## src/include/hdlc_regs_defines.svh

```systemverilog
// Register offsets, field positions and timing constants of the HDLC register block
`ifndef HDLC_REGS_DEFINES_SVH
`define HDLC_REGS_DEFINES_SVH
`define OFS_TIMER 8'h23
`define OFS_TXA1 8'h24
`define OFS_TXA2 8'h25
`define OFS_RXH1 8'h26
`define OFS_RXH2 8'h27
`define OFS_RXL1 8'h28
`define OFS_RXL2 8'h29
`define OFS_TXCL 8'h2a
`define OFS_TXCH 8'h2b
`define OFS_RXCL 8'h2a
`define OFS_RXCH 8'h2b
`define OFS_MODE 8'h30
`define OFS_MASKH 8'h31
`define OFS_MASKL 8'h32
`define OFS_CMD 8'h33
`define OFS_STAT 8'h34
`define RES_HI_CYC 16'h8000
`define RES_LO_CYC 16'h0200
`define XTAL_DIV 2'h3
`define CR_BIT 1
`define CRI_BIT 1
`define MAX_LEN 12'hfff
`endif

```

## src/include/hdlc_regs_pkg.sv

```systemverilog
// Types of the HDLC register block
package hdlc_regs_pkg;
  typedef enum logic [1:0] {RX_IDLE, RX_ADDRH, RX_ADDRL, RX_CTRL} rxPhase_t;
  typedef enum logic [1:0] {TX_IDLE, TX_ADDRH, TX_ADDRL, TX_DATA} txPhase_t;
  typedef struct packed {
    logic [7:0] adr;
    logic [7:0] dat;
    logic we;
    logic req;
  } wbReq_t;
  typedef struct packed {
    logic [7:0] timerSet;
    logic [7:0] txA1;
    logic [7:0] txA2;
    logic [7:0] rxH1;
    logic [7:0] rxH2;
    logic [7:0] rxL1;
    logic [7:0] rxL2;
    logic [7:0] maskH;
    logic [7:0] maskL;
    logic [7:0] ctrl;
    logic [11:0] txCount;
    logic [7:0] mode;
    logic [11:0] rxCount;
    logic rxOvf;
    logic rxCr;
    logic addrMatch;
    logic [4:0] fifoLevel;
    rxPhase_t rxPh;
    txPhase_t txPh;
    logic txCmd;
    logic [11:0] dmaLeft;
    logic dmaReq;
    logic [7:0] txByte;
    logic txValid;
    logic [15:0] kCnt;
    logic [4:0] tCnt;
    logic [1:0] divCnt;
    logic tick;
    logic tmrExp;
    logic [7:0] rdat;
    logic ack;
    logic [2:0] txcS;
    logic [1:0] rxvS;
  } state_t;
endpackage

```

## src/design/hdlc_address_timer_count_regs.sv

```systemverilog
// HDLC address, timer, control-field and byte-count logic with Wishbone slave
// Behaviour
// - Timer period is factor times value-plus-one timer clock periods
// - Factor is 32768 cycles with resolution bit 0, 512 with bit 1
// - Without master clock mode timer clock is the transmit clock
// - Master clock mode uses crystal clock, or crystal divided by 4
// - Auto-mode prepends transmit address bytes, high then low with two bytes
// - Two-byte mode drives high byte bit 1 as command/response per interpretation
// - One-byte mode sends first register for commands, second for responses
// - Transmit address registers used only in auto-mode
// - Received high address byte compared against both high registers
// - Masked address bits are excluded from comparison
// - Received command/response reported per interpretation bit
// - Low registers are low bytes, or command and response addresses
// - Transparent mode 1 reads byte after high address; writes ignored
// - Transparent mode 0 reads first byte after opening flag
// - Extended transparent reads current byte assembled from data pin
// - Last control field is readable and pushed to receive FIFO
// - Twelve-bit receive length; low five bits give FIFO fill
// - In DMA mode frame length is transmit count plus one
// - Transmit command issues that many DMA requests; count 4095 wraps and issues none
// - Overflow flag set when received frame exceeds 4095 bytes
//
// The Wishbone register port was decided locally.
`timescale 1ns/1ps
`default_nettype none
`include "hdlc_regs_defines.svh"
module hdlc_address_timer_count_regs
  import hdlc_regs_pkg::*;
(
  input wire logic mclk,
  input wire logic arst_n,
  input wire logic wb_cyc_i,
  input wire logic wb_stb_i,
  input wire logic wb_we_i,
  input wire logic [7:0] wb_adr_i,
  input wire logic [7:0] wb_dat_i,
  output logic [7:0] wb_dat_o,
  output logic wb_ack_o,
  input wire logic txClk,
  input wire logic rxData,
  input wire logic rxBitValid,
  input wire logic rxFlag,
  input wire logic rxByteValid,
  input wire logic [7:0] rxByte,
  input wire logic rxFrameEnd,
  input wire logic fifoPop,
  input wire logic txByteTaken,
  input wire logic dmaAck,
  output logic dmaReq,
  output logic [7:0] txByte,
  output logic txByteValid,
  output logic fifoPush,
  output logic [7:0] fifoData,
  output logic timerExpired
);
  // mode bits: 0 auto, 1 two-byte, 2 master clock, 3 crystal/4, 4 resolution,
  // 5 DMA, 7:6 transparent sub-mode (0 none,1 tr0,2 tr1,3 extended)
  state_t s_q, s_d;
  logic [2:0] rxBits_q, rxBits_d;
  logic [7:0] rxShift_q, rxShift_d;
  logic push_q, push_d;
  logic [7:0] pushDat_q, pushDat_d;
  // Data pin synchronised alongside the bit strobe so both stay aligned
  logic [1:0] rxdS_q, rxdS_d;

  function automatic logic addrHit(input logic [7:0] rx, input logic [7:0] ref_v,
                                   input logic [7:0] msk);
    addrHit = ((rx ^ ref_v) & ~msk) == 8'h00;
  endfunction

  wire logic wbHit = wb_cyc_i & wb_stb_i & ~s_q.ack;
  wire logic txClkRise = s_q.txcS[2] ^ s_q.txcS[1] ? s_q.txcS[1] : 1'b0;
  wire logic rxvRise = s_q.rxvS[1];

  always_comb begin
    logic [15:0] kLim;
    logic cmdFrame;
    kLim = 16'h0000;
    cmdFrame = 1'b0;
    s_d = s_q;
    rxBits_d = rxBits_q;
    rxShift_d = rxShift_q;
    push_d = 1'b0;
    pushDat_d = pushDat_q;
    rxdS_d = {rxdS_q[0], rxData};
    s_d.txcS = {s_q.txcS[1:0], txClk};
    s_d.rxvS = {s_q.rxvS[0], rxBitValid};
    s_d.tmrExp = 1'b0;
    // Timer clock source select
    if (s_q.mode[2]) begin
      if (s_q.mode[3]) begin
        s_d.divCnt = s_q.divCnt + 2'h1;
        s_d.tick = (s_q.divCnt == `XTAL_DIV);
      end else begin
        s_d.tick = 1'b1;
      end
    end else begin
      s_d.tick = txClkRise;
    end
    kLim = s_q.mode[4] ? `RES_LO_CYC : `RES_HI_CYC;
    if (s_q.tick) begin
      // At-or-above compare: a lowered setting must not wrap the counters
      if (s_q.kCnt >= kLim - 16'h0001) begin
        s_d.kCnt = 16'h0000;
        if (s_q.tCnt >= s_q.timerSet[4:0]) begin
          s_d.tCnt = 5'h00;
          s_d.tmrExp = 1'b1;
        end else begin
          s_d.tCnt = s_q.tCnt + 5'h01;
        end
      end else begin
        s_d.kCnt = s_q.kCnt + 16'h0001;
      end
    end
    // Extended transparent: bit assembly from the data pin
    if (s_q.mode[7:6] == 2'h3 && rxvRise) begin
      rxShift_d = {rxShift_q[6:0], rxdS_q[1]};
      rxBits_d = rxBits_q + 3'h1;
      if (rxBits_q == 3'h7) begin
        s_d.rxL1 = {rxShift_q[6:0], rxdS_q[1]};
      end
    end
    // Receive framing path
    if (rxFlag) begin
      s_d.rxPh = RX_ADDRH;
      s_d.rxCount = 12'h000;
      s_d.rxOvf = 1'b0;
      s_d.addrMatch = 1'b0;
    end else if (rxByteValid && s_q.mode[7:6] != 2'h3) begin
      if (s_q.rxCount == `MAX_LEN) begin
        s_d.rxOvf = 1'b1;
      end else begin
        s_d.rxCount = s_q.rxCount + 12'h001;
      end
      if (s_q.fifoLevel != 5'h1f) begin
        s_d.fifoLevel = s_q.fifoLevel + 5'h01;
      end
      case (s_q.rxPh)
        RX_ADDRH: begin
          if (s_q.mode[7:6] == 2'h1) begin
            s_d.rxL1 = rxByte;
            s_d.rxPh = RX_IDLE;
          end else if (s_q.mode[1] || s_q.mode[7:6] == 2'h2) begin
            s_d.addrMatch = addrHit(rxByte & 8'hfd, s_q.rxH1 & 8'hfd, s_q.maskH)
                         | addrHit(rxByte & 8'hfd, s_q.rxH2 & 8'hfd, s_q.maskH);
            s_d.rxCr = rxByte[`CR_BIT] ^ ~s_q.rxH1[`CRI_BIT];
            s_d.rxPh = RX_ADDRL;
          end else begin
            // One-byte: low registers are command and response addresses
            s_d.addrMatch = addrHit(rxByte, s_q.rxL1, s_q.maskL)
                         | addrHit(rxByte, s_q.rxL2, s_q.maskL);
            s_d.rxCr = ~addrHit(rxByte, s_q.rxL1, s_q.maskL) ^ ~s_q.rxH1[`CRI_BIT];
            s_d.rxPh = RX_CTRL;
          end
        end
        RX_ADDRL: begin
          if (s_q.mode[7:6] == 2'h2) begin
            s_d.rxL1 = rxByte;
          end else begin
            s_d.addrMatch = s_q.addrMatch & (addrHit(rxByte, s_q.rxL1, s_q.maskL)
                          | addrHit(rxByte, s_q.rxL2, s_q.maskL));
          end
          s_d.rxPh = RX_CTRL;
        end
        RX_CTRL: begin
          s_d.ctrl = rxByte;
          push_d = 1'b1;
          pushDat_d = rxByte;
          s_d.rxPh = RX_IDLE;
        end
        default: s_d.rxPh = RX_IDLE;
      endcase
    end
    if (fifoPop && s_d.fifoLevel != 5'h00) begin
      s_d.fifoLevel = s_d.fifoLevel - 5'h01;
    end
    if (rxFrameEnd) begin
      s_d.rxPh = RX_IDLE;
    end
    // Transmit address insertion and DMA requests
    if (s_q.txValid && txByteTaken) begin
      s_d.txValid = 1'b0;
    end
    if (s_q.dmaReq && dmaAck) begin
      s_d.dmaReq = 1'b0;
      s_d.dmaLeft = s_q.dmaLeft - 12'h001;
    end
    cmdFrame = s_q.txCmd;
    case (s_q.txPh)
      TX_ADDRH: if (!s_d.txValid) begin
        if (s_q.mode[1]) begin
          s_d.txByte = s_q.txA1;
          s_d.txByte[`CR_BIT] = cmdFrame ~^ s_q.rxH1[`CRI_BIT];
          s_d.txPh = TX_ADDRL;
        end else begin
          s_d.txByte = cmdFrame ? s_q.txA1 : s_q.txA2;
          s_d.txPh = TX_DATA;
        end
        s_d.txValid = 1'b1;
      end
      TX_ADDRL: if (!s_d.txValid) begin
        s_d.txByte = s_q.txA2;
        s_d.txValid = 1'b1;
        s_d.txPh = TX_DATA;
      end
      TX_DATA: begin
        if (!s_q.mode[5] || (s_d.dmaLeft == 12'h000 && !s_q.dmaReq)) begin
          s_d.txPh = TX_IDLE;
        // Low for a cycle between requests, so each one is seen once
        end else if (!s_q.dmaReq && !s_d.dmaReq && s_d.dmaLeft != 12'h000) begin
          s_d.dmaReq = 1'b1;
        end
      end
      default: s_d.txPh = TX_IDLE;
    endcase
    // Bus slave
    s_d.ack = wbHit;
    if (wbHit && wb_we_i) begin
      case (wb_adr_i)
        `OFS_TIMER: s_d.timerSet = wb_dat_i;
        `OFS_TXA1: s_d.txA1 = wb_dat_i;
        `OFS_TXA2: s_d.txA2 = wb_dat_i;
        `OFS_RXH1: s_d.rxH1 = wb_dat_i;
        `OFS_RXH2: s_d.rxH2 = wb_dat_i;
        `OFS_RXL1: if (s_q.mode[7:6] == 2'h0) s_d.rxL1 = wb_dat_i;
        `OFS_RXL2: s_d.rxL2 = wb_dat_i;
        `OFS_TXCL: s_d.txCount[7:0] = wb_dat_i;
        `OFS_TXCH: s_d.txCount[11:8] = wb_dat_i[3:0];
        `OFS_MODE: s_d.mode = wb_dat_i;
        `OFS_MASKH: s_d.maskH = wb_dat_i;
        `OFS_MASKL: s_d.maskL = wb_dat_i;
        `OFS_CMD: if (s_q.txPh == TX_IDLE) begin
          s_d.txCmd = wb_dat_i[1];
          s_d.dmaLeft = s_q.txCount + 12'h001;
          s_d.txPh = s_q.mode[0] ? TX_ADDRH : TX_DATA;
        end
        default: ;
      endcase
    end
    s_d.rdat = 8'h00;
    if (wbHit && !wb_we_i) begin
      case (wb_adr_i)
        `OFS_TIMER: s_d.rdat = s_q.timerSet;
        `OFS_TXA1: s_d.rdat = s_q.txA1;
        `OFS_TXA2: s_d.rdat = s_q.txA2;
        `OFS_RXL1: s_d.rdat = s_q.rxL1;
        `OFS_RXL2: s_d.rdat = s_q.ctrl;
        `OFS_RXCL: s_d.rdat = {s_q.rxCount[7:5], s_q.fifoLevel};
        `OFS_RXCH: s_d.rdat = {3'h0, s_q.rxOvf, s_q.rxCount[11:8]};
        `OFS_MODE: s_d.rdat = s_q.mode;
        `OFS_MASKH: s_d.rdat = s_q.maskH;
        `OFS_MASKL: s_d.rdat = s_q.maskL;
        `OFS_STAT: s_d.rdat = {4'h0, s_q.addrMatch, s_q.rxCr, s_q.txPh != TX_IDLE,
                               s_q.dmaReq};
        default: s_d.rdat = 8'h00;
      endcase
    end
  end

  always_ff @(posedge mclk or negedge arst_n) begin
    if (!arst_n) begin
      s_q <= '0;
      rxBits_q <= 3'h0;
      rxShift_q <= 8'h00;
      push_q <= 1'b0;
      pushDat_q <= 8'h00;
      rxdS_q <= 2'h0;
    end else begin
      s_q <= s_d;
      rxBits_q <= rxBits_d;
      rxShift_q <= rxShift_d;
      push_q <= push_d;
      pushDat_q <= pushDat_d;
      rxdS_q <= rxdS_d;
    end
  end

  assign wb_dat_o = s_q.rdat;
  assign wb_ack_o = s_q.ack;
  assign dmaReq = s_q.dmaReq;
  assign txByte = s_q.txByte;
  assign txByteValid = s_q.txValid;
  assign fifoPush = push_q;
  assign fifoData = pushDat_q;
  assign timerExpired = s_q.tmrExp;

  a_ack_one_cycle: assert property (@(posedge mclk) disable iff (!arst_n)
    wb_ack_o |=> !wb_ack_o)
    else $error("ack held more than one cycle");
  a_ctrl_capture: assert property (@(posedge mclk) disable iff (!arst_n)
    (rxByteValid && !rxFlag && s_q.rxPh == RX_CTRL && s_q.mode[7:6] != 2'h3)
      |=> fifoPush && s_q.ctrl == $past(rxByte))
    else $error("control field not captured");
  a_len_overflow: assert property (@(posedge mclk) disable iff (!arst_n)
    (rxByteValid && !rxFlag && s_q.rxCount == 12'hfff && s_q.mode[7:6] != 2'h3)
      |=> s_q.rxOvf)
    else $error("overflow not flagged");
  a_dma_count: assert property (@(posedge mclk) disable iff (!arst_n)
    (wbHit && wb_we_i && wb_adr_i == `OFS_CMD && s_q.txPh == TX_IDLE)
      |=> s_q.dmaLeft == $past(s_q.txCount) + 12'h001)
    else $error("DMA count not length plus one");
  a_cr_drive: assert property (@(posedge mclk) disable iff (!arst_n)
    (s_q.txPh == TX_ADDRH && !s_d.txValid && s_q.mode[1])
      |=> txByte[1] == (s_q.txCmd ~^ s_q.rxH1[1]))
    else $error("C/R bit wrong");
  a_tr1_nowrite: assert property (@(posedge mclk) disable iff (!arst_n)
    (wbHit && wb_we_i && wb_adr_i == `OFS_RXL1 && s_q.mode[7:6] != 2'h0 &&
     !rxByteValid && !rxvRise) |=> $stable(s_q.rxL1))
    else $error("transparent register written");
  a_timer_master: assert property (@(posedge mclk) disable iff (!arst_n)
    (s_q.mode[2] && !s_q.mode[3] && $past(s_q.mode[2] && !s_q.mode[3])) |-> s_q.tick)
    else $error("crystal tick missing");
  a_dma_stop: assert property (@(posedge mclk) disable iff (!arst_n)
    (s_q.dmaLeft == 12'h000) |-> !(s_d.dmaReq && !s_q.dmaReq))
    else $error("extra DMA request");
endmodule
`default_nettype wire

```

## config.mk

```make
export PLATFORM = sky130hd
export DESIGN_NAME = hdlc_address_timer_count_regs
export DESIGN_NICKNAME = d
export VERILOG_FILES = /design/src/include/hdlc_regs_pkg.sv /design/src/design/hdlc_address_timer_count_regs.sv
export VERILOG_INCLUDE_DIRS = /design/src /design/src/include
export SDC_FILE = /design/constraint.sdc
export NUM_CORES = 1
export LEC_CHECK = 0
export BUFFER_PORTS_ARGS = -buffer_cell sky130_fd_sc_hd__buf_2
export CAP_MARGIN = 10
export CORE_UTILIZATION = 60
export CTS_CLUSTER_SIZE = 25
export DETAILED_ROUTE_END_ITERATION = 8
export GPL_ROUTABILITY_DRIVEN = 0
export PLACE_DENSITY_LB_ADDON = 0.1
export SYNTH_ARGS = -nofsm -noshare
export SYNTH_HDL_FRONTEND = slang
export SYNTH_SLANG_ARGS = --single-unit
```

## constraint.sdc

```tcl
create_clock -name mclk -period 5.15 [get_ports mclk]
set_input_delay 1.2875 -clock mclk [delete_from_list [all_inputs] [get_ports mclk]]
set_output_delay 1.2875 -clock mclk [all_outputs]
set_load 0.02 [all_outputs]
```

==> flow_summary.toml <==
[grt]
grt_max_degree = 111
grt_pass1_wl_microns = 39900
grt_pass1_vias = 7329
overflow = 0
antenna_found_initial = 1
grt_usage = 0.288

[setup_path]
worst-setup-path-type = "in2reg"
rr_startpoint = "s_q[90]"
r2r-end = "s_q[20]"
crit_required_ns = 5.48
arrival_ns = 3.55
cp-end-kind = "flip-flop"
reg2regPathDepth = 7
worst-r2r-setup-slack_ns = 2.52
startpoint_type = "primary input"
crit_fanout = 14
worstSetupStartpoint = "wb_adr_i[7]"

[sta]
setup_viol = 0
fin_crit_sh = 0.627
hold_viol = 0
setup_tns_ns = 0
relSlewSlack = 0.403
setup_ws_ns = 1.92
post-route-min-period_ns = 3.23
worst_pin_slew_ns = 0.889
rsz0062_at_grt = "false"
fmax_mhz = 310
fin_skew_ns = 0.0106
final_max_slew_viol_count = 0

[cts]
clk_path_buf_depth = 2
postCtsSetupBuffers = 0
cts_sinks = 198
clk_latency_ns = 0.45
root_buffer = "clkbuf_16"
cts_made_buffers = 17
path_clk_slew_ns = 0.07
cts_tree = "done"
post_cts_resize_count = 0
cts.hold.buffers_added = 0
cts_max_level = 4

[finish]
layout.nets = 1073
syn_to_final_growth_pct = 7.77
layout-drive-gt1-share = 0.211

[outcome]
status = "finished clean"

[floorplanning]
placementRows = 48
die_h_microns = 135
core_sq_um = 17300
start_util = 0.615
die_area_sq_um = 18300
ios = 67
chipWidth_microns = 135

[routing]
first_pass_iters = 5
via_count = 7566
via_per_inst = 6.08
drtAntennaViolNets = 0
wl_per_cell_microns = 19.8
drcViolationCount = 0
drt_wl_total_microns = 24600
drtIter0Drc = 473

[synth]
yosysWarningCount = 0
yosys.area.top_type = "dfrtp_1"
avgSynthCellArea_sq_um = 10.7
yosysMostFrequentCell = "dfrtp_1"
netlist.area_leader.share = 0.466
yosys-top-cells-count = "dfrtp_1 (198), mux2_2 (89), nand2_1 (74), nor2_1 (74), xnor2_1 (57)"
yosysSeqAreaShare = 0.466
synth_edf_count = 0
synthTopCellsByArea = "dfrtp_1 (47%), mux2_2 (9.4%), xnor2_1 (4.7%)"
synth_flop_cell = "dfrtp_1"
syn-num-nets = 1058
synth_cell_types = 76
synth_area_sq_um = 10600
ys_seq_elements = 198
netlist_instances = 991
synth-async-reset-ratio = 1.00

[power]
powerDensity_nw_per_um2 = 293
p_leak_nw = 5.46
totalPowerFinal_w = 0.00337
power.share.clock = 0.383
seqPwrFrac = 0.507
irDropWorstVdd_mv = 0.249
switchingPower_w = 0.000951
combinationalPowerShare = 0.110
p_sw_frac = 0.282
cellInternalPower_w = 0.00242

[place]
portBuffers = 66
dp_hpwl_microns = 17500
pre_cts_ws_ns = 1.51

[min_path]
hp-start = "rxdS_q[0]"
min_to = "rxdS_q[1]"
hp-class = "reg2reg"
holdPathStages = 0

[job]
drv_cap = 0
==> area by class of cell <==
cell class / count / area, sq um
Sequential cell: 198 / 4950
Antenna cell: 1 / 2.50
Fill cell: 1375 / 5830
Clock buffer: 17 / 425
Multi-Input combinational cell: 695 / 5200
Clock inverter: 15 / 140
Inverter: 25 / 93.8
Timing Repair Buffer: 69 / 374
Tap cell: 225 / 282
==> through the flow <==
| stage | cells | hold slack, ns | area [sq um] | util |
|---|---|---|---|---|
| floorplan | 991 | 0.331 | 10600 | - |
| global placement | 1212 | 0.332 | 10900 | 0.630 |
| detailed placement | 1212 | 0.344 | 10900 | 0.630 |
| CTS | 1244 | 0.361 | 11500 | 0.663 |
| global route | 1245 | 0.364 | 11500 | 0.663 |
| finish | 1245 | 0.359 | 11500 | 0.663 |
==> sequential cells by signal (all words and copies together) (netlist names), 2 cells and up <==
register,count
fifoData,8
rxBits_q,3
rxShift_q,7
rxdS_q,2
s_d,3
s_q,153
txByte,8
wb_dat_o,8
==> routing by layer <==
layer / up-vias / track usage / wire (microns)
met1: 3736 / 0.392 / 11000
li1: 3579 / - / -
met2: 208 / 0.459 / 11600
met5: - / 0 / 0
met3: 43 / 0.0542 / 1230
met4: 0 / 0.109 / 745
==> layout by cell type (no fill, tap or decap), types with 4 or more instances in the layout <==
master / count
o21ai_0: 31
xor2_1: 20
a222oi_1: 4
nand2_1: 74
inv_1: 23
mux2_2: 89
buf_2: 65
and4_1: 6
mux2i_1: 19
o22ai_1: 15
or3_1: 4
mux2_1: 23
a32oi_1: 4
and2_1: 6
a21oi_1: 35
nand4_1: 8
and3_1: 12
mux4_2: 4
nor2_1: 74
clkinv_4: 4
nand3_1: 32
a2bb2oi_1: 9
nand3_2: 4
inv_6: 4
ha_1: 29
xnor2_1: 57
a221oi_1: 4
nand2b_1: 8
nor3_1: 22
o21a_1: 4
dfrtp_1: 198
a22oi_1: 15
a31oi_1: 15
a21o_1: 4
nor4_1: 7
o21ai_1: 4
clkbuf_16: 17
==> critical path, stage by stage <==
cell and delay [ns]:
buf_2 0.09, or3b_1 0.53, nor4b_4 0.66, and3_1 0.35, nand2_1 0.25, mux2_1 0.39
==> power groups by stage <==
| stage | Clock, W | Combinational [W] | Sequential, W |
|---|---|---|---|
| 2_1_floorplan | 0 | 0.000286 | 0.00169 |
| 3_3_place_gp | 0 | 0.000365 | 0.00173 |
| 3_5_place_dp | 0 | 0.000371 | 0.00174 |
| 4_1_cts | 0.00131 | 0.000372 | 0.00170 |
| 5_1_grt | 0.00138 | 0.000412 | 0.00172 |
| 6_report | 0.00129 | 0.000371 | 0.00171 |
==> worst max path at each step <==
stage,endpoint,slack (ns),depth (start not counted)
floorplan,s_q[69],2.09,10
global placement,s_q[170],1.52,6
detailed placement,s_q[172],1.51,6
CTS,s_q[69],1.97,9
global route,s_q[69],1.70,9
finish,s_q[172],1.92,6
==> logic make-up (layout without fill, tap and decap cells) <==
family | Yosys count | count (layout) | share of synthesized area
and+or+nand+nor | 287 | 287 | 0.142
DFF | 198 | 198 | 0.466
AOI/OAI and AO/OA | 167 | 167 | 0.104
muxes | 135 | 135 | 0.145
buffers and inverters | 98 | 126 | 0.0461
xor gates and xnor gates | 77 | 77 | 0.0634
adders and majority gates | 29 | 29 | 0.0341
other | 0 | 1 | 0
Power figures use the tool's default switching activity.
